$ cat src/common/chglim_pkg.sv
package chglim_pkg;

  // ----------------------------------------------------------------------
  // Clock and timing
  // ----------------------------------------------------------------------
  localparam int unsigned CLK_HZ     = 10_000_000;
  localparam int unsigned CYC_PER_US = CLK_HZ / 1_000_000;
  localparam int unsigned CNT_W      = 12;

  // Alert debounce and least hold times, in microseconds
  localparam int unsigned DEBOUNCE_US [4] = '{10, 20, 50, 100};
  localparam int unsigned HOLD_US     [8] = '{10, 20, 50, 100, 150, 200, 300, 400};

  // Whole microseconds give exact cycle counts, so no rounding is needed
  function automatic logic [CNT_W-1:0] us_to_cyc(input int unsigned us);
    return CNT_W'(us * CYC_PER_US);
  endfunction

  // ----------------------------------------------------------------------
  // Command codes
  // ----------------------------------------------------------------------
  localparam logic [7:0] OFS_CEILING  = 8'h15;
  localparam logic [7:0] OFS_DURATION = 8'h38;
  localparam logic [7:0] OFS_INFO     = 8'h3a;
  localparam logic [7:0] OFS_FLOOR    = 8'h3e;
  localparam logic [7:0] OFS_AC_THR   = 8'h47;
  localparam logic [7:0] OFS_DC_THR   = 8'h48;

  // ----------------------------------------------------------------------
  // Field layouts, limits and reset values
  // ----------------------------------------------------------------------
  localparam logic [15:0] DURATION_MASK = 16'h0707;
  localparam int unsigned FIRST_LSB     = 0;
  localparam int unsigned SECOND_LSB    = 8;
  localparam logic [15:0] VOLT_MASK     = 16'h3ff8;
  localparam logic [15:0] VOLT_MAX      = 16'h3600;
  localparam logic [15:0] AC_MASK       = 16'h1f80;
  localparam logic [15:0] AC_MAX        = 16'h1900;
  localparam logic [15:0] DC_MASK       = 16'h3f00;
  localparam logic [15:0] DC_MAX        = 16'h3200;
  localparam int unsigned INFO_REF_BIT  = 15;

  localparam logic [15:0] RST_CEILING   = 16'h3600;
  localparam logic [15:0] RST_DURATION  = 16'h0000;
  localparam logic [15:0] RST_FLOOR     = 16'h0000;
  localparam logic [15:0] RST_AC_THR    = 16'h0c00;
  localparam logic [15:0] RST_DC_THR    = 16'h1000;

  // Discharge thresholds in battery-only low power mode, in mA
  localparam logic [15:0] LP_DC_THR [4] = '{16'h2ee0, 16'h2710, 16'h1f40, 16'h1770};

  // ----------------------------------------------------------------------
  // Types
  // ----------------------------------------------------------------------
  typedef enum logic [2:0] {
    CHGLIM_IDLE     = 3'b001,
    CHGLIM_DEBOUNCE = 3'b010,
    CHGLIM_ASSERT   = 3'b100
  } chglim_alert_state_type;

  typedef struct packed {
    logic        write;
    logic        read;
    logic [7:0]  code;
    logic [15:0] wdata;
  } chglim_cmd_type;

  typedef struct packed {
    logic [15:0] ceiling;
    logic [15:0] duration;
    logic [15:0] floor;
    logic [15:0] ac_thr;
    logic [15:0] dc_thr;
    logic [15:0] rdata;
    logic        rvalid;
    logic        trickle;
    logic        learn;
    logic        ac_over;
    logic        dc_over;
    logic        ref_active;
  } chglim_regs_type;

  typedef struct packed {
    chglim_alert_state_type state;
    logic [CNT_W-1:0]       count;
  } chglim_timer_type;

  typedef struct packed {
    logic [1:0] s1;
    logic [1:0] s2;
    logic [1:0] s3;
    logic [1:0] q;
  } chglim_sync_type;

endpackage

$ cat src/logic/chglim_regs.sv
`timescale 1ns/1ns
module chglim_regs (
  // Clock and reset
  input  wire logic                       ref_clk,
  input  wire logic                       rst,
  // Decoded word commands from the serial front end
  input  wire chglim_pkg::chglim_cmd_type cmd,
  output wire logic [15:0]                cmd_rdata,
  output wire logic                       cmd_rvalid,
  // Presence pins
  input  wire logic                       adapter_present_pin,
  input  wire logic                       battery_present_pin,
  // Operating state from the charger core
  input  wire logic                       charging,
  input  wire logic                       learn_request,
  input  wire logic                       low_power_mode,
  input  wire logic                       platform_power_monitor_en,
  input  wire logic [1:0]                 cfg_zero_dc_sel,
  input  wire logic [1:0]                 cfg_two_debounce_sel,
  input  wire logic [2:0]                 cfg_two_hold_sel,
  // Measurements, LSB 1 mV or 1 mA
  input  wire logic [15:0]                battery_voltage_mv,
  input  wire logic [15:0]                adapter_current_ma,
  input  wire logic [15:0]                discharge_current_ma,
  // Regulation targets and modes
  output wire logic [15:0]                charge_voltage_limit,
  output wire logic [15:0]                regulation_target,
  output wire logic [2:0]                 first_limit_duration,
  output wire logic [2:0]                 second_limit_duration,
  output wire logic [7:0]                 first_limit_time_100us,
  output wire logic [13:0]                second_limit_time_us,
  output wire logic                       trickle_mode,
  output wire logic                       learn_mode,
  output wire logic                       comparator_reference_active,
  // Open-drain processor-hot pin
  input  wire logic                       processor_hot_in,
  output wire logic                       processor_hot_out,
  output wire logic                       processor_hot_oe_n
);

  chglim_pkg::chglim_regs_type r;
  chglim_pkg::chglim_regs_type next_r;
  logic [1:0]  present;
  logic        adapter_present;
  logic        battery_present;
  logic        alert;
  logic [15:0] dc_limit;
  logic [7:0]  first_time;
  logic [13:0] second_time;

  // ----------------------------------------------------------------------
  // Helpers
  // ----------------------------------------------------------------------
  // Keep only the valid bits, then pull an oversized value down to its maximum
  function automatic logic [15:0] mask_clamp(input logic [15:0] data,
                                             input logic [15:0] mask,
                                             input logic [15:0] max);
    logic [15:0] kept;
    kept = data & mask;
    return (kept > max) ? max : kept;
  endfunction

  // Register contents seen by a read; unmapped codes read zero
  function automatic logic [15:0] read_word(input logic [7:0] code,
                                            input chglim_pkg::chglim_regs_type cur);
    logic [15:0] word;
    word = 16'h0000;
    case (code)
      chglim_pkg::OFS_CEILING:  word = cur.ceiling;
      chglim_pkg::OFS_DURATION: word = cur.duration;
      chglim_pkg::OFS_FLOOR:    word = cur.floor;
      chglim_pkg::OFS_AC_THR:   word = cur.ac_thr;
      chglim_pkg::OFS_DC_THR:   word = cur.dc_thr;
      chglim_pkg::OFS_INFO:     word[chglim_pkg::INFO_REF_BIT] = cur.ref_active;
      default:                  word = 16'h0000;
    endcase
    return word;
  endfunction

  // ----------------------------------------------------------------------
  // Presence pins
  // ----------------------------------------------------------------------
  chglim_sync u_sync (
    .ref_clk   (ref_clk),
    .rst       (rst),
    .pin_in    ({battery_present_pin, adapter_present_pin}),
    .level_out (present)
  );

  assign adapter_present = present[0];
  assign battery_present = present[1];

  // ----------------------------------------------------------------------
  // Register writes, reads and monitors
  // ----------------------------------------------------------------------
  // Discharge limit source follows the supply mode
  always_comb begin
    if (!adapter_present && low_power_mode) begin
      dc_limit = chglim_pkg::LP_DC_THR[cfg_zero_dc_sel];
    end else begin
      dc_limit = r.dc_thr;
    end
  end

  always_comb begin
    next_r        = r;
    next_r.rvalid = 1'b0;
    if (cmd.write) begin
      case (cmd.code)
        chglim_pkg::OFS_CEILING: begin
          next_r.ceiling = mask_clamp(cmd.wdata, chglim_pkg::VOLT_MASK,
                                      chglim_pkg::VOLT_MAX);
        end
        chglim_pkg::OFS_DURATION: begin
          next_r.duration = cmd.wdata & chglim_pkg::DURATION_MASK;
        end
        chglim_pkg::OFS_FLOOR: begin
          next_r.floor = mask_clamp(cmd.wdata, chglim_pkg::VOLT_MASK,
                                    chglim_pkg::VOLT_MAX);
        end
        chglim_pkg::OFS_AC_THR: begin
          next_r.ac_thr = mask_clamp(cmd.wdata, chglim_pkg::AC_MASK,
                                     chglim_pkg::AC_MAX);
        end
        chglim_pkg::OFS_DC_THR: begin
          next_r.dc_thr = mask_clamp(cmd.wdata, chglim_pkg::DC_MASK,
                                     chglim_pkg::DC_MAX);
        end
        default: begin
          next_r.rvalid = 1'b0;
        end
      endcase
    end
    // A read in the same cycle as a write returns the older content
    if (cmd.read) begin
      next_r.rvalid = 1'b1;
      next_r.rdata  = read_word(cmd.code, r);
    end
    // Floor is not checked against the ceiling; software keeps it below
    next_r.trickle = battery_present && charging
                     && (battery_voltage_mv < r.floor);
    next_r.learn   = battery_present && learn_request
                     && (battery_voltage_mv >= r.floor);
    // Reference runs with an adapter, else only with the power monitor on
    next_r.ref_active = adapter_present || platform_power_monitor_en;
    next_r.ac_over    = adapter_present && (adapter_current_ma > r.ac_thr);
    next_r.dc_over    = next_r.ref_active && (discharge_current_ma > dc_limit);
  end

  always_ff @(posedge ref_clk or posedge rst) begin
    if (rst) begin
      r            <= '0;
      r.ceiling    <= chglim_pkg::RST_CEILING;
      r.duration   <= chglim_pkg::RST_DURATION;
      r.floor      <= chglim_pkg::RST_FLOOR;
      r.ac_thr     <= chglim_pkg::RST_AC_THR;
      r.dc_thr     <= chglim_pkg::RST_DC_THR;
    end else begin
      r <= next_r;
    end
  end

  // ----------------------------------------------------------------------
  // Limit duration decode
  // ----------------------------------------------------------------------
  always_comb begin
    case (r.duration[chglim_pkg::FIRST_LSB +: 3])
      3'h0:    first_time = 8'h64;
      3'h1:    first_time = 8'hc8;
      3'h2:    first_time = 8'h96;
      3'h3:    first_time = 8'h32;
      3'h4:    first_time = 8'h0a;
      3'h5:    first_time = 8'h05;
      3'h6:    first_time = 8'h01;
      default: first_time = 8'h00;
    endcase
  end

  always_comb begin
    case (r.duration[chglim_pkg::SECOND_LSB +: 3])
      3'h0:    second_time = 14'h000a;
      3'h1:    second_time = 14'h0064;
      3'h2:    second_time = 14'h01f4;
      3'h3:    second_time = 14'h03e8;
      3'h4:    second_time = 14'h012c;
      3'h5:    second_time = 14'h02ee;
      3'h6:    second_time = 14'h07d0;
      default: second_time = 14'h2710;
    endcase
  end

  // ----------------------------------------------------------------------
  // Processor-hot alert
  // ----------------------------------------------------------------------
  // One timer serves both sources, so either keeps the other's hold alive
  chglim_alert_timer u_alert (
    .ref_clk      (ref_clk),
    .rst          (rst),
    .over         (r.ac_over | r.dc_over),
    .debounce_sel (cfg_two_debounce_sel),
    .hold_sel     (cfg_two_hold_sel),
    .alert        (alert)
  );

  // Pin is shared open-drain; the input is not needed by this logic
  assign processor_hot_out  = 1'b0;
  assign processor_hot_oe_n = ~alert;

  // ----------------------------------------------------------------------
  // Outputs
  // ----------------------------------------------------------------------
  assign cmd_rdata                   = r.rdata;
  assign cmd_rvalid                  = r.rvalid;
  assign charge_voltage_limit        = r.ceiling;
  assign regulation_target           = r.trickle ? r.floor : r.ceiling;
  assign first_limit_duration        = r.duration[chglim_pkg::FIRST_LSB +: 3];
  assign second_limit_duration       = r.duration[chglim_pkg::SECOND_LSB +: 3];
  assign first_limit_time_100us      = first_time;
  assign second_limit_time_us        = second_time;
  assign trickle_mode                = r.trickle;
  assign learn_mode                  = r.learn;
  assign comparator_reference_active = r.ref_active;

endmodule // chglim_regs

$ cat src/logic/chglim_sync.sv
`timescale 1ns/1ns
module chglim_sync (
  // Clock and reset
  input  wire logic       ref_clk,
  input  wire logic       rst,
  // Pins and their filtered levels
  input  wire logic [1:0] pin_in,
  output wire logic [1:0] level_out
);

  chglim_pkg::chglim_sync_type s;
  chglim_pkg::chglim_sync_type next_s;

  // ----------------------------------------------------------------------
  // Three-stage capture; a level is taken once stages two and three agree
  // ----------------------------------------------------------------------
  always_comb begin
    next_s    = s;
    next_s.s1 = pin_in;
    next_s.s2 = s.s1;
    next_s.s3 = s.s2;
    for (int i = 0; i < 2; i++) begin
      if (s.s2[i] == s.s3[i]) begin
        next_s.q[i] = s.s3[i];
      end
    end
  end

  always_ff @(posedge ref_clk or posedge rst) begin
    if (rst) begin
      s <= '0;
    end else begin
      s <= next_s;
    end
  end

  assign level_out = s.q;

endmodule // chglim_sync

$ cat src/logic/chglim_alert_timer.sv
`timescale 1ns/1ns
module chglim_alert_timer (
  // Clock and reset
  input  wire logic       ref_clk,
  input  wire logic       rst,
  // Condition and timing selects
  input  wire logic       over,
  input  wire logic [1:0] debounce_sel,
  input  wire logic [2:0] hold_sel,
  // Alert level
  output wire logic       alert
);

  chglim_pkg::chglim_timer_type t;
  chglim_pkg::chglim_timer_type next_t;
  logic [chglim_pkg::CNT_W-1:0] deb_cyc;
  logic [chglim_pkg::CNT_W-1:0] hold_cyc;

  assign deb_cyc  = chglim_pkg::us_to_cyc(chglim_pkg::DEBOUNCE_US[debounce_sel]);
  assign hold_cyc = chglim_pkg::us_to_cyc(chglim_pkg::HOLD_US[hold_sel]);

  // ----------------------------------------------------------------------
  // Debounce, then latch on for at least the hold time
  // ----------------------------------------------------------------------
  always_comb begin
    next_t = t;
    case (t.state)
      chglim_pkg::CHGLIM_IDLE: begin
        next_t.count = '0;
        if (over) begin
          next_t.state = chglim_pkg::CHGLIM_DEBOUNCE;
        end
      end
      chglim_pkg::CHGLIM_DEBOUNCE: begin
        // A glitch shorter than the debounce restarts from idle
        if (!over) begin
          next_t.state = chglim_pkg::CHGLIM_IDLE;
          next_t.count = '0;
        end else if (t.count >= deb_cyc - 1'b1) begin
          next_t.state = chglim_pkg::CHGLIM_ASSERT;
          next_t.count = '0;
        end else begin
          next_t.count = t.count + 1'b1;
        end
      end
      chglim_pkg::CHGLIM_ASSERT: begin
        if (t.count < hold_cyc - 1'b1) begin
          next_t.count = t.count + 1'b1;
        end else if (!over) begin
          next_t.state = chglim_pkg::CHGLIM_IDLE;
          next_t.count = '0;
        end
      end
      default: begin
        next_t.state = chglim_pkg::CHGLIM_IDLE;
        next_t.count = '0;
      end
    endcase
  end

  always_ff @(posedge ref_clk or posedge rst) begin
    if (rst) begin
      t.state <= chglim_pkg::CHGLIM_IDLE;
      t.count <= '0;
    end else begin
      t <= next_t;
    end
  end

  assign alert = (t.state == chglim_pkg::CHGLIM_ASSERT);

endmodule // chglim_alert_timer

$ cat config.mk
export PLATFORM = sky130hd
export DESIGN_NAME = chglim_regs
export DESIGN_NICKNAME = d
export VERILOG_FILES = /design/src/common/chglim_pkg.sv /design/src/logic/chglim_regs.sv /design/src/logic/chglim_sync.sv /design/src/logic/chglim_alert_timer.sv
export SDC_FILE = /design/constraint.sdc
export NUM_CORES = 1
export LEC_CHECK = 0
export BUFFER_PORTS_ARGS = -buffer_cell sky130_fd_sc_hd__buf_4
export CAP_MARGIN = 20
export CORE_UTILIZATION = 39
export CTS_CLUSTER_SIZE = 12
export DETAILED_ROUTE_END_ITERATION = 8
export GPL_TIMING_DRIVEN = 0
export HOLD_SLACK_MARGIN = 0.05
export RECOVER_POWER = 25
export SLEW_MARGIN = 30
export SYNTH_ARGS = -nofsm -noshare
export SYNTH_HDL_FRONTEND = slang
export SYNTH_SLANG_ARGS = --single-unit
$ cat constraint.sdc
create_clock -name ref_clk -period 3.8 [get_ports ref_clk]
set_input_delay 0.76 -clock ref_clk [delete_from_list [all_inputs] [get_ports ref_clk]]
set_output_delay 0.76 -clock ref_clk [all_outputs]
set_load 0.02 [all_outputs]
# ---- Yosys cells after proc, flatten, opt, wreduce, memory -nomap -nowiden
# Memories as Yosys holds them, arrays and structs flattened.
# Cells that the tools add are included.
dict set report op_classes {
  n_mul 2
  magnitude_cmp 12
  bitwise 5
  div 0
  eq_ne 28
  n_shift 0
  n_mux 26
  n_reduce_logical 17
  addsub 3
}
# cell count
set ops {}
lappend ops {{$mux 32} 4}
lappend ops {{$pmux 14 s7} 1}
lappend ops {{$pmux 15 s5} 1}
lappend ops {{$bmux 32 s2} 1}
lappend ops {{$mul 32x3->11 const B} 2}
lappend ops {{$mux 16} 4}
lappend ops {{$pmux 8 s7} 1}
lappend ops {{$pmux 15 s3} 1}
lappend ops {{$bmux 16 s2} 1}
lappend ops {{$gt 16x16->1} 2}
lappend ops {{$mux 15} 2}
lappend ops {{$gt 14x14->1 const B} 2}
lappend ops {{$mux 14} 2}
lappend ops {{$eq 8x6->1 const B} 3}
lappend ops {{$mux 12} 2}
lappend ops {{$sub 12x1->12 const B} 2}
lappend ops {{$eq 3x3->1 const B} 7}
lappend ops {{$eq 8x7->1 const B} 2}
lappend ops {{$ge 16x16->1} 1}
lappend ops {{$lt 16x16->1} 1}
lappend ops {{$eq 3x2->1 const B} 5}
lappend ops {{$gt 13x13->1 const B} 1}
lappend ops {{$mux 13} 1}
lappend ops {{$add 12x1->12 const B} 1}
lappend ops {{23 further kinds} 43}
dict set report word_totals {
  latch_bits 0
  ram_bits 0
  register_bits 115
  rom_bits 256
  memories 1
}
# memory depth word_bits rd rd_clocked_by_memory_dff write_ports line_no
set memory_table {}
lappend memory_table {{(no name shown)} 8 32 1 0 0 chglim_alert_timer.sv:20} ;# assign hold_cyc = chglim_pkg::us_to_cyc(chglim_pkg::HOLD_US[hold_sel]);

# ---- Longest topological paths before layout
# Gate-level depths: netlist of run 1.
dict set report logic_depth {
  ltp_word 10
  ltp_mapped 18
  mapped_depth_nobuf 17
}

# ---- Hierarchy
# Synthesis of run 1 repeated with hierarchy kept, for this count alone.
dict set report unflattened {
  cells_unflattened 673
  hier_area_um2 6289.8
}
# mod area_per_inst_um2 instances seq_area_each_um2 cells_each
set by_module_without_submodules {}
lappend by_module_without_submodules {chglim_regs 4246.6 1 1535.2 454}
lappend by_module_without_submodules {chglim_alert_timer 1801.7 1 376.6 206}
lappend by_module_without_submodules {chglim_sync 241.5 1 200.2 13}

# ---- Worst setup path before layout of run 1
# Ideal clock, no wire load.
dict set report synth_timing {
  kind {input to register}
  from {input port cfg_two_hold_sel[2]}
  to {register u_alert.t[8] in the netlist's numbering}
  cell_stages 14
  slack_ns -0.226
  required_ns 3.721
  arrival_ns 3.947
  path_buffers 2
  cell_sequence {clkbuf_1 -> mux2_2 -> ha_1 -> nor3_1 -> nor3b_1 -> xnor2_1 -> ha_1 -> a21oi_2 -> o211ai_1 -> o211ai_2 -> nand2_2 -> buf_6 -> or4_1 -> a21oi_1}
}
dict set report synth_via {
  elab_chain_len 9
}
# element line_no
set synth_lines {}
lappend synth_lines {{start, declared} chglim_regs.sv:20} ;# input wire logic [2:0] cfg_two_hold_sel,
lappend synth_lines {{$not 3->4 (implied by the code) (*)} chglim_alert_timer.sv:20}
lappend synth_lines {{$mem_v2 8x32 (*)} -}
lappend synth_lines {{$mux 32 (implied by the code) (*) (2 in a row)} chglim_alert_timer.sv:20}
lappend synth_lines {{$mul 32x3->11 (*)} chglim_pkg.sv:16} ;# return CNT_W'(us * CYC_PER_US);
lappend synth_lines {{$sub 12x1->12 (*)} chglim_alert_timer.sv:47} ;# if (t.count < hold_cyc - 1'b1) begin
lappend synth_lines {{$lt 12x12->1 (*)} chglim_alert_timer.sv:47}
lappend synth_lines {{$mux 12} chglim_alert_timer.sv:47}
lappend synth_lines {{$pmux 15 s3} chglim_alert_timer.sv:27} ;# case (t.state)
lappend synth_lines {{end signal, assigned} chglim_alert_timer.sv:66} ;# t <= next_t;
lappend synth_lines {{end, declared} chglim_alert_timer.sv:14} ;# chglim_pkg::chglim_timer_type t;
# Every way passes the cells marked *; elsewhere a longest branch is shown, timed or not. The select of a mux whose other input is x is not followed.
# A chain may end at the register's enable or synchronous reset.

# ---- Worst setup path after layout of run 1
dict set report layout_timing {
  from {input port cfg_two_hold_sel[0]}
  to {register u_alert.t[10] in the netlist's numbering}
}
# The elaborated chain is that of the path after synthesis.

==> key figures, run 1 <==
Synthesis
  • Ys Warns: 0
  • Asr flop ratio synth: 100%
  • Sequential-to-total area share from yosys stat: between 30% and 40%
  • Synth Instances: 658
  • Post-synthesis cell type count: 66
  • Mapped Avg Cell Area: between 9 and 10 µm²
  • #FFs+latches synth: between 80 and 90
  • Ys flop type: dfrtp_1
  • Post-synth EDFFs: 0
  • Synth Cell Area: 6080 µm²

Placement
  • Hpwl dp: between 10000 and 15000 µm
  • Dpl ws: -575 ps
  • Placed insts: ~1000
  • Routability Congestion: ~0.87
  • Port bufs: between 150 and 200

Worst setup path
  • Max FO, Critical Path: 6
  • CP required: 4010 ps
  • Critical path arrival: between 3000 and 4000 ps
  • Flop2flop setup slack: approximately 1200 ps
  • Critical path endpoint: u_alert.t[10]$_DFFE_PP0P_
  • Capturing point of the worst reg2reg path: r[1]$_DFF_PP0_
  • CP Capture Type: flip-flop
  • CP startpoint kind: input pin
  • Crit path from: cfg_two_hold_sel[0]
  • CP Class: in -> reg
  • Worst r2r src: u_sync.level_out[0]$_DFFE_PP0N_
  • R2R cell count: 10

Global routing
  • First-pass GRT wire length: about 26000 µm
  • Final global-route overflow total: 0
  • Largest net degree at the start of global routing: 65
  • Tot GR Track Use: around a fifth
  • Initial antenna violation count: 0
  • Vias in the first global route: around 5400

Status
  • Status: complete, but fails checks
  • Failing checks: capacitance limit, slew limit

STA
  • Final worst slack: between 60 and 70 ps
  • Setup-violating endpoint count in the final report: 0
  • Final Hold Violating Endpoints: 0
  • Post-route setup TNS: 0 ps
  • Slew @ Worst Pin: 1600 ps
  • Final number of max-transition violations: 65
  • Max Clock Skew: between 7 and 8 ps
  • RSZ-0062 raised after global routing: true
  • Tcrit/Tclk final: 98.4%
  • Post-route minimum period: between 3000 and 4000 ps
  • Max Fclk: 267 MHz
  • Worst slew margin: -6.79%

Final layout
  • Most frequent cells in the layout: 200 x buf_4, 76 x dfrtp_1, 68 x nand2_1, 68 x ha_1
  • Post-layout nets: 1009
  • # diodes: 0
  • Final non-filler cell total: 1039
  • Area delta synth->final: 33.8%
  • Ratio of cells with drive above 1 in the final layout: 36.2%
  • Leading cell type in the layout, fill and taps excluded: buf_4

Clock network
  • CTS Root Cell: clkbuf_16
  • CTS Buffer Depth: 2
  • CTS tree: done
  • H-tree Lvls: 3
  • Skew-Pair Late Insertion Delay: ~340 ps
  • Clock Sinks: 84
  • CTS Buf Count: 9
  • Clock transition at path regs: approximately 60 ps

Job
  • Maxcap violations: 1

Die
  • Die H: between 100 and 150 µm
  • Core area: between 15000 and 20000 µm²
  • Die X: approximately 130 µm
  • IO Count: approximately 170
  • Starting density of the core: between 40% and 50%
  • Die ar.: ~16000 µm²
  • Std-Cell Rows: 45

Drt
  • Iter 0 DRT Violations: 324
  • Final ANT Viol Nets: 0
  • DRC viols: 0
  • Vias/cell: about 5.2
  • Drt pass-1 iters: 5
  • Vias: 5411
  • Drt wl/cell: about 16 µm
  • DRT Wirelength: 16300 µm

Power and ir drop
  • VDD IR max: 0.220 mV
  • Power per cell area: 323 nW/µm²
  • Static Leak: between 3 and 4 nW
  • Final Power: 2.63 mW

Hold path
  • Min-delay worst type: reg -> reg
-- timing repair --
action / 4_1_cts / 5_1_grt
hold buffers: 0 / 0
pin swaps: 3 / 18
setup buffers: 1 / 9
gates cloned: 0 / 1
gates resized for setup: 5 / 29
hold endpoints to repair: 0 / 0
endpoints found under the setup margin: 10 / 12
-- cells in the mapped netlist (2+ instances only) --
master	number	share of area, %
o22ai_1	8	0.82
xor2_1	12	1.7
maj3_1	3	0.49
nor2_1	33	2.0
or2_2	3	0.31
or4_1	7	0.86
a222oi_1	6	0.99
a21boi_0	2	0.25
buf_4	47	5.8
mux2_2	27	5.0
a22oi_1	8	0.99
and2_1	4	0.41
nand3_1	7	0.58
nor2b_1	10	1.0
nor4_1	7	0.72
nand2_1	70	4.3
xnor2_1	10	1.4
o21a_1	6	0.74
a31oi_1	5	0.51
nand2_2	2	0.21
o31ai_1	5	0.62
o21ai_0	46	3.8
dfrtp_1	76	31
nor3b_1	6	0.74
and4_1	2	0.29
nor3_1	9	0.74
dfstp_2	8	3.5
and4b_1	3	0.49
buf_2	4	0.33
a221oi_1	2	0.29
a21o_1	8	0.99
nand4_1	10	1.0
nand3b_1	2	0.25
clkbuf_1	17	1.0
nand2b_1	6	0.62
ha_1	73	15
a211oi_1	2	0.25
or3_1	3	0.31
a21oi_1	20	1.6
and3_1	5	0.51
inv_1	47	2.9
o2111ai_1	2	0.29
a21oi_2	2	0.29
-- flip-flops by register name, indices dropped and copies added (netlist names) --
| name | cells |
|---|---|
| r | 25 |
| learn_mode | 1 |
| cmd_rdata | 15 |
| second_limit_duration | 3 |
| u_alert.t | 15 |
| first_limit_duration | 3 |
| comparator_reference_active | 1 |
| trickle_mode | 1 |
| charge_voltage_limit | 11 |
| cmd_rvalid | 1 |
| u_sync.next_s | 4 |
| u_sync.s | 2 |
| u_sync.level_out | 2 |
-- metrics by stage --
step	hold WS [ps]	utilization [%]	area, µm²
finish	353	53.6	8140
global route	366	53.6	8140
global placement	336	49.8	7570
CTS	350	52.5	7980
floorplan	331	-	6200
detailed placement	343	50.0	7600
-- metal layers --
metal  share of wire (%)  wire length, µm  track usage, %  vias to the layer above
li1                    -                -               -                     2644
met1                  43             7020            25.3                     2554
met2                  50             8180            36.4                      185
met3                 5.1              841            3.37                       28
met4                 1.9              308            5.81                        0
met5                   0                0               0                        -
-- area by class of cell --
class	count	area [µm²]
inverter	47	185
buffer	68	444
sequential	84	2110
tap	188	235
clock inverter	5	100
clock buffer	11	243
timing repair buffer	162	1230
multi-input combinational	474	3600
fill	1429	7060
-- logic make-up (layout without fill, tap and decap cells) --
family / after synthesis / in the layout / share of synthesized area (%)
muxes: 28 / 28 / 5.16
adders and majority gates: 76 / 76 / 15.5
DFF: 84 / 84 / 34.7
AOI/OAI and AO/OA: 134 / 135 / 14.5
and+or+nand+nor: 197 / 197 / 16.7
xor gates and xnor gates: 22 / 22 / 3.17
buffers and inverters: 116 / 293 / 10.3
other: 1 / 16 / 0.0616
-- worst min path at each step --
stage                                     startpoint                          to  slack (ps)  cells past startpoint
after global placement    u_sync.next_s[4]$_DFF_PP0_  u_sync.next_s[2]$_DFF_PP0_         340                      0
after detailed placement  u_sync.next_s[5]$_DFF_PP0_  u_sync.next_s[3]$_DFF_PP0_         340                      0
after global routing      u_sync.next_s[5]$_DFF_PP0_  u_sync.next_s[3]$_DFF_PP0_         370                      0
after CTS                                        rst    cmd_rdata[5]$_DFFE_PP0P_         350                      2
final                     u_sync.next_s[4]$_DFF_PP0_  u_sync.next_s[2]$_DFF_PP0_         350                      0
after floorplan           u_sync.next_s[4]$_DFF_PP0_  u_sync.next_s[2]$_DFF_PP0_         330                      0
-- worst max-delay path: stages --
cell	delay, ps
buf_12	110
inv_6	50
ha_4	200
xor2_2	150
ha_1	310
ha_2	190
a22o_4	240
xor2_2	150
xnor2_1	130
ha_1	320
a21oi_2	140
o211ai_1	150
o211ai_2	270
nand2_2	110
buf_6	140
clkbuf_2	140
o31ai_1	270
a21oi_1	100
-- report_power, final --
| part | leakage (nW) | total, mW | internal [mW] | switching (mW) |
|---|---|---|---|---|
| clock | 0.169 | 1.01 | 0.658 | 0.353 |
| combinational | 2.70 | 0.628 | 0.302 | 0.326 |
| sequential | 1.10 | 0.992 | 0.948 | 0.0438 |
| total | 3.96 | 2.63 | 1.91 | 0.722 |
No activity file was read; power rests on OpenSTA's default activity.
==> inputs of run 2 (changes only) <==
- CORE_MARGIN: unset -> 5
- RECOVER_POWER: 25 -> 100
==> run 2 against run 1 <==
- register-to-register slack worse by 40 ps
- combinational power is 2% lower
- clock power is 17% lower
- sequential share of layout area is 1.0 points higher
- critical path depth is 1 lower
- critical path type unchanged
- clock-buffer cell count is 4 higher
- worst setup slack better by 27 ps
- cell count is 1.9% higher
- total power is 7.1% lower
- the run ends with capacitance limit left
- sequential power hardly changed
- highest routed layer unchanged
==> key figures, run 2 (synthesized netlist as in run 1, its figures left out) <==
Worst setup path
  • Max FO, Critical Path: 5
  • Critical path arrival: about 4000 ps
  • CP Class: in -> reg
  • CP Capture Type: flip-flop
  • CP startpoint kind: input pin
  • CP required: between 4000 and 5000 ps

Die
  • Die H: between 100 and 150 µm
  • Std-Cell Rows: 45
  • Die X: around 130 µm
  • Starting density of the core: between 30% and 40%
  • IO Count: 172
  • Die ar.: approximately 18000 µm²
  • Core area: between 15000 and 20000 µm²

Drt
  • Vias: approximately 5400
  • DR WL met3: 953 µm
  • Met1 Wirelength: 7500 µm
  • Vias/cell: a little over 5
  • DR top layer: met4
  • Drt wl/cell: ~16 µm
  • DRC viols: 0
  • WL met2: between 8000 and 9000 µm
  • Final ANT Viol Nets: 0
  • DRT Wirelength: between 15000 and 20000 µm
  • Drt pass-1 iters: 5
  • Iter 0 DRT Violations: ~280

Final layout
  • Most frequent cells in the layout: 130 x buf_4, 79 x clkbuf_1, 76 x dfrtp_1
  • Max FFs per register: 25
  • Post-layout nets: slightly above 1000
  • # diodes: 0
  • Final instance area: 7830 µm²
  • Final non-filler cell total: 1059
  • Area delta synth->final: 28.6%
  • Ratio of cells with drive above 1 in the final layout: 27.0%
  • Leading cell type in the layout, fill and taps excluded: buf_4
  • Top reg by flops: r

Clock network
  • H-tree Lvls: 3
  • Clock Sinks: 84
  • CTS Root Cell: clkbuf_16
  • Clock transition at path regs: about 60 ps
  • CTS tree: done
  • CTS Buffer Depth: 2
  • CTS Buf Count: 9
  • Skew-Pair Late Insertion Delay: 340 ps
  • Cts hold-fix bufs: 0

Global routing
  • First-pass GRT wire length: 27500 µm
  • Vias in the first global route: about 5500
  • Initial antenna violation count: 0
  • Final global-route overflow total: 0
  • Tot GR Track Use: 18.8%
  • Largest net degree at the start of global routing: 53

Power and ir drop
  • Power per cell area: about 310 nW/µm²
  • Static Leak: 3.68 nW
  • VDD IR max: 0.272 mV

Placement
  • Dpl cell area: ~7600 µm²
  • Port bufs: 151
  • Placed insts: between 1000 and 1500
  • Dpl ws: -577 ps
  • Hpwl dp: between 10000 and 15000 µm
  • Routability Congestion: between 0.8 and 0.9

STA
  • Final number of max-transition violations: 0
  • Post-route minimum period: approximately 3700 ps
  • Worst slew margin: under 10%
  • Final worst slack: slightly below 90 ps
  • Final Hold Violating Endpoints: 0
  • Setup-violating endpoint count in the final report: 0
  • Tcrit/Tclk final: a little over nine tenths
  • Max Clock Skew: between 6 and 7 ps
  • Max Fclk: ~270 MHz
  • Slew @ Worst Pin: between 1000 and 1500 ps

Hold path
  • Min-delay worst type: reg -> reg

Job
  • Maxcap violations: 1

Status
  • Status: complete, but fails checks
  • Failing checks: capacitance limit
[run 2: cell count changes in the layout (fill, tap and decap cells not counted), sizes merged]
cell    before  now
clkbuf      34  108
buf        207  135
bufinv       3    0
clkinv       2    1
a211oi       4    3
[run 2: final cells by class]
| type | instances | area [µm²] |
|---|---|---|
| timing repair buffer | 160 | 1020 |
| multi-input combinational | 473 | 3520 |
| buffer | 68 | 439 |
| sequential | 84 | 2110 |
| clock inverter | 1 | 5.00 |
| tap | 211 | 264 |
| clock buffer | 15 | 278 |
| fill | 1484 | 7430 |
| inverter | 47 | 188 |
[run 2: metal layers]
metal	global-route usage, %	vias up
met5	0	-
met2	32.2	153
met4	4.98	0
li1	-	2625
met1	23.8	2565
met3	4.21	18
[run 2: worst max-delay path: stages]
cell and delay [ps]:
buf_12 110, inv_6 50, ha_4 200, xor2_2 150, buf_4 140, ha_1 310
ha_4 270, xor2_2 170, xnor2_1 170, ha_1 290, a21oi_2 140, o211ai_1 140
o211ai_2 270, nand2_2 120, buf_6 140, or4_1 430, a21oi_2 140
[run 2: report_power, final]
| group | internal (mW) | total (mW) | switching [mW] |
|---|---|---|---|
| combinational | 0.284 | 0.613 | 0.329 |
| clock | 0.496 | 0.839 | 0.343 |
| sequential | 0.948 | 0.993 | 0.0456 |
[run 2: final timing paths]
check / startpoint / end / slack, ps / depth (start not counted)
worst max-delay path: cfg_two_hold_sel[0] / u_alert.t[9]$_DFFE_PP0P_ / 90 / 17
worst min-delay path: u_sync.next_s[5]$_DFF_PP0_ / u_sync.next_s[3]$_DFF_PP0_ / 350 / 0
worst max register to register: u_sync.level_out[0]$_DFFE_PP0N_ / r[1]$_DFF_PP0_ / 1200 / 8
worst min register to register: u_sync.next_s[5]$_DFF_PP0_ / u_sync.next_s[3]$_DFF_PP0_ / 350 / 0
max in group asynchronous: rst / learn_mode$_DFF_PP0_ / 1170 / 3
min in group asynchronous: rst / cmd_rdata[6]$_DFFE_PP0P_ / 760 / 2
[run 2: metrics by stage]
stage	TNS, ps	util [%]	power, mW	hold slack (ps)
floorplan	0	-	1.37	331
global placement	-17250	49.8	1.58	336
detailed placement	-6480	50.0	1.61	340
CTS	0	52.2	2.46	355
global route	-150	51.3	2.58	375
finish	0	51.3	2.45	350
[run 2: what timing repair did]
item	in CTS	in global routing
resized for setup	6	20
cloned	0	1
pin swaps	2	14
buffers inserted	2	5
setup endpoints to repair	10	14
==> inputs of run 3 (changes only) <==
- CORE_MARGIN: 5 -> 1.5
==> run 3 against run 2 <==
- the flow now finishes without violations
- sequential share of layout area is 0.17 points lower
- cell count shrank 2.1%
- worst setup slack worse by 8.4 ps
- utilization is 0.52 points higher
- via count is 1.4% higher
- critical path depth unchanged
- clock-buffer cell count is 6 lower
- total power grew 4.6%
- register-to-register slack barely moved
- hold slack lost 0.83 ps
- critical path type unchanged
- largest cell class unchanged
- largest power group unchanged
==> key figures, run 3 (synthesized netlist as in run 1, its figures left out) <==
STA
  • Final hold slack: roughly 350 ps
  • Slew @ Worst Pin: between 1000 and 1500 ps
  • Setup-violating endpoint count in the final report: 0
  • Worst slew margin: under 10%
  • Final Hold Violating Endpoints: 0
  • Final worst slack: 79.2 ps
  • Max Clock Skew: 5.28 ps
  • Max Fclk: 269 MHz
  • Tcrit/Tclk final: roughly 100%
  • Final number of max-transition violations: 0
  • Post-route setup TNS: 0 ps
  • Post-route minimum period: 3720 ps
  • RSZ-0062 raised after global routing: true

Global routing
  • First-pass GRT wire length: 26200 µm
  • Initial antenna violation count: 0
  • Final global-route overflow total: 0
  • Met1 Use GR: a little over a quarter
  • Largest net degree at the start of global routing: 55
  • M2 GR Usage: between 30% and 40%
  • Vias in the first global route: approximately 5200
  • Tot GR Track Use: about a fifth
  • Global routing usage on met3: 2.92%
  • Busiest metal layer after global routing: met2

Clock network
  • CTS tree: done
  • CTS Buf Count: 9
  • Clock transition at path regs: ~60 ps
  • CTS Root Cell: clkbuf_16
  • H-tree Lvls: 3
  • Clock Sinks: between 80 and 90
  • CTS Buffer Depth: 2
  • Cts hold-fix bufs: 0
  • Skew-Pair Late Insertion Delay: roughly 350 ps

Drt
  • Iter 0 DRT Violations: 344
  • Vias/cell: roughly 5.2
  • Drt pass-1 iters: 5
  • DRT Wirelength: between 15000 and 20000 µm
  • DRC viols: 0
  • Drt wl/cell: around 16 µm
  • Final ANT Viol Nets: 0
  • Vias: ~5400

Worst setup path
  • Max FO, Critical Path: 6
  • Critical path arrival: 3990 ps
  • CP Class: in -> reg
  • CP required: just over 4000 ps
  • CP Capture Type: flip-flop
  • CP startpoint kind: input pin

Final layout
  • Max FFs per register: 25
  • Post-layout nets: about 1000
  • Final non-filler cell total: slightly above 1000
  • Multi-input logic area: around 3600 µm²
  • Top reg by flops: r
  • Area delta synth->final: 29.5%
  • # fillers: approximately 1400
  • Ratio of cells with drive above 1 in the final layout: between 20% and 30%
  • Most frequent cells in the layout: 132 x buf_4, 76 x clkbuf_1, 76 x dfrtp_1
  • Leading cell type in the layout, fill and taps excluded: buf_4
  • # diodes: 0
  • Register area: ~2100 µm²

Die
  • Std-Cell Rows: 45
  • Core area: between 15000 and 20000 µm²
  • Starting density of the core: 40.0%
  • IO Count: around 170
  • Die H: 128 µm
  • Die ar.: about 16000 µm²
  • Die X: approximately 130 µm

Power and ir drop
  • Static Leak: around 3.7 nW
  • Power per cell area: 325 nW/µm²
  • VDD IR max: roughly 0.25 mV

Job
  • Maxcap violations: 0

Placement
  • Hpwl dp: 13000 µm
  • Port bufs: between 150 and 200
  • Placed insts: ~1000
  • Routability Congestion: between 0.8 and 0.9
  • Dpl ws: -570 ps

Status
  • Status: completed

Hold path
  • Min-delay worst type: reg -> reg
[run 3: critical path: stages]
cell      delay [ps]
buf_12           100
inv_8             30
ha_4             270
xor2_2           170
ha_1             260
ha_2             190
a22o_4           250
xor2_2           150
xnor2_1          170
ha_1             290
a21oi_2          150
o211ai_1         150
o211ai_2         270
nand2_2          100
buf_6            140
or4_4            420
a21oi_2          140
[run 3: final cells by class]
type / instances / share of cell area, %
clock inverter: 7 / 1.25
sequential: 84 / 26.8
buffer: 68 / 5.59
timing repair buffer: 161 / 12.9
inverter: 47 / 2.41
multi-input combinational: 473 / 45.2
clock buffer: 9 / 2.86
tap: 188 / 2.99
[run 3: routing by layer]
metal	up-vias	routed length (µm)
met1	2571	7310
li1	2640	-
met2	200	7990
met5	-	0
met4	0	387
met3	26	972
[run 3: per-stage QoR]
step	power [mW]	area [µm²]	utilization, %
global placement	1.58	7570	49.8
finish	2.56	7880	51.8
detailed placement	1.61	7600	50.0
global route	2.68	7880	51.8
floorplan	1.37	6200	-
CTS	2.58	7980	52.5
[run 3: path summary, 6_finish.rpt]
path	startpoint	end	slack (ps)	cells after the start
hold / removal	u_sync.next_s[4]$_DFF_PP0_	u_sync.next_s[2]$_DFF_PP0_	350	0
setup / recovery	cfg_two_hold_sel[1]	u_alert.t[8]$_DFFE_PP0P_	80	17
setup reg to reg	u_sync.level_out[0]$_DFFE_PP0N_	r[1]$_DFF_PP0_	1210	10
max in group asynchronous	rst	r[60]$_DFFE_PP0P_	1220	3
min in group asynchronous	rst	cmd_rvalid$_DFF_PP0_	710	2
hold reg to reg	u_sync.next_s[4]$_DFF_PP0_	u_sync.next_s[2]$_DFF_PP0_	350	0
[run 3: repair_timing]
action,4_1_cts,5_1_grt
pin swaps,2,21
buffers inserted,5,4
setup endpoints to repair,10,14
resized for setup,2,34
[run 3: report_power, final]
group,internal [mW],switching (mW)
logic,0.274,0.327
registers,0.947,0.0458
clock network,0.579,0.385
total,1.80,0.757
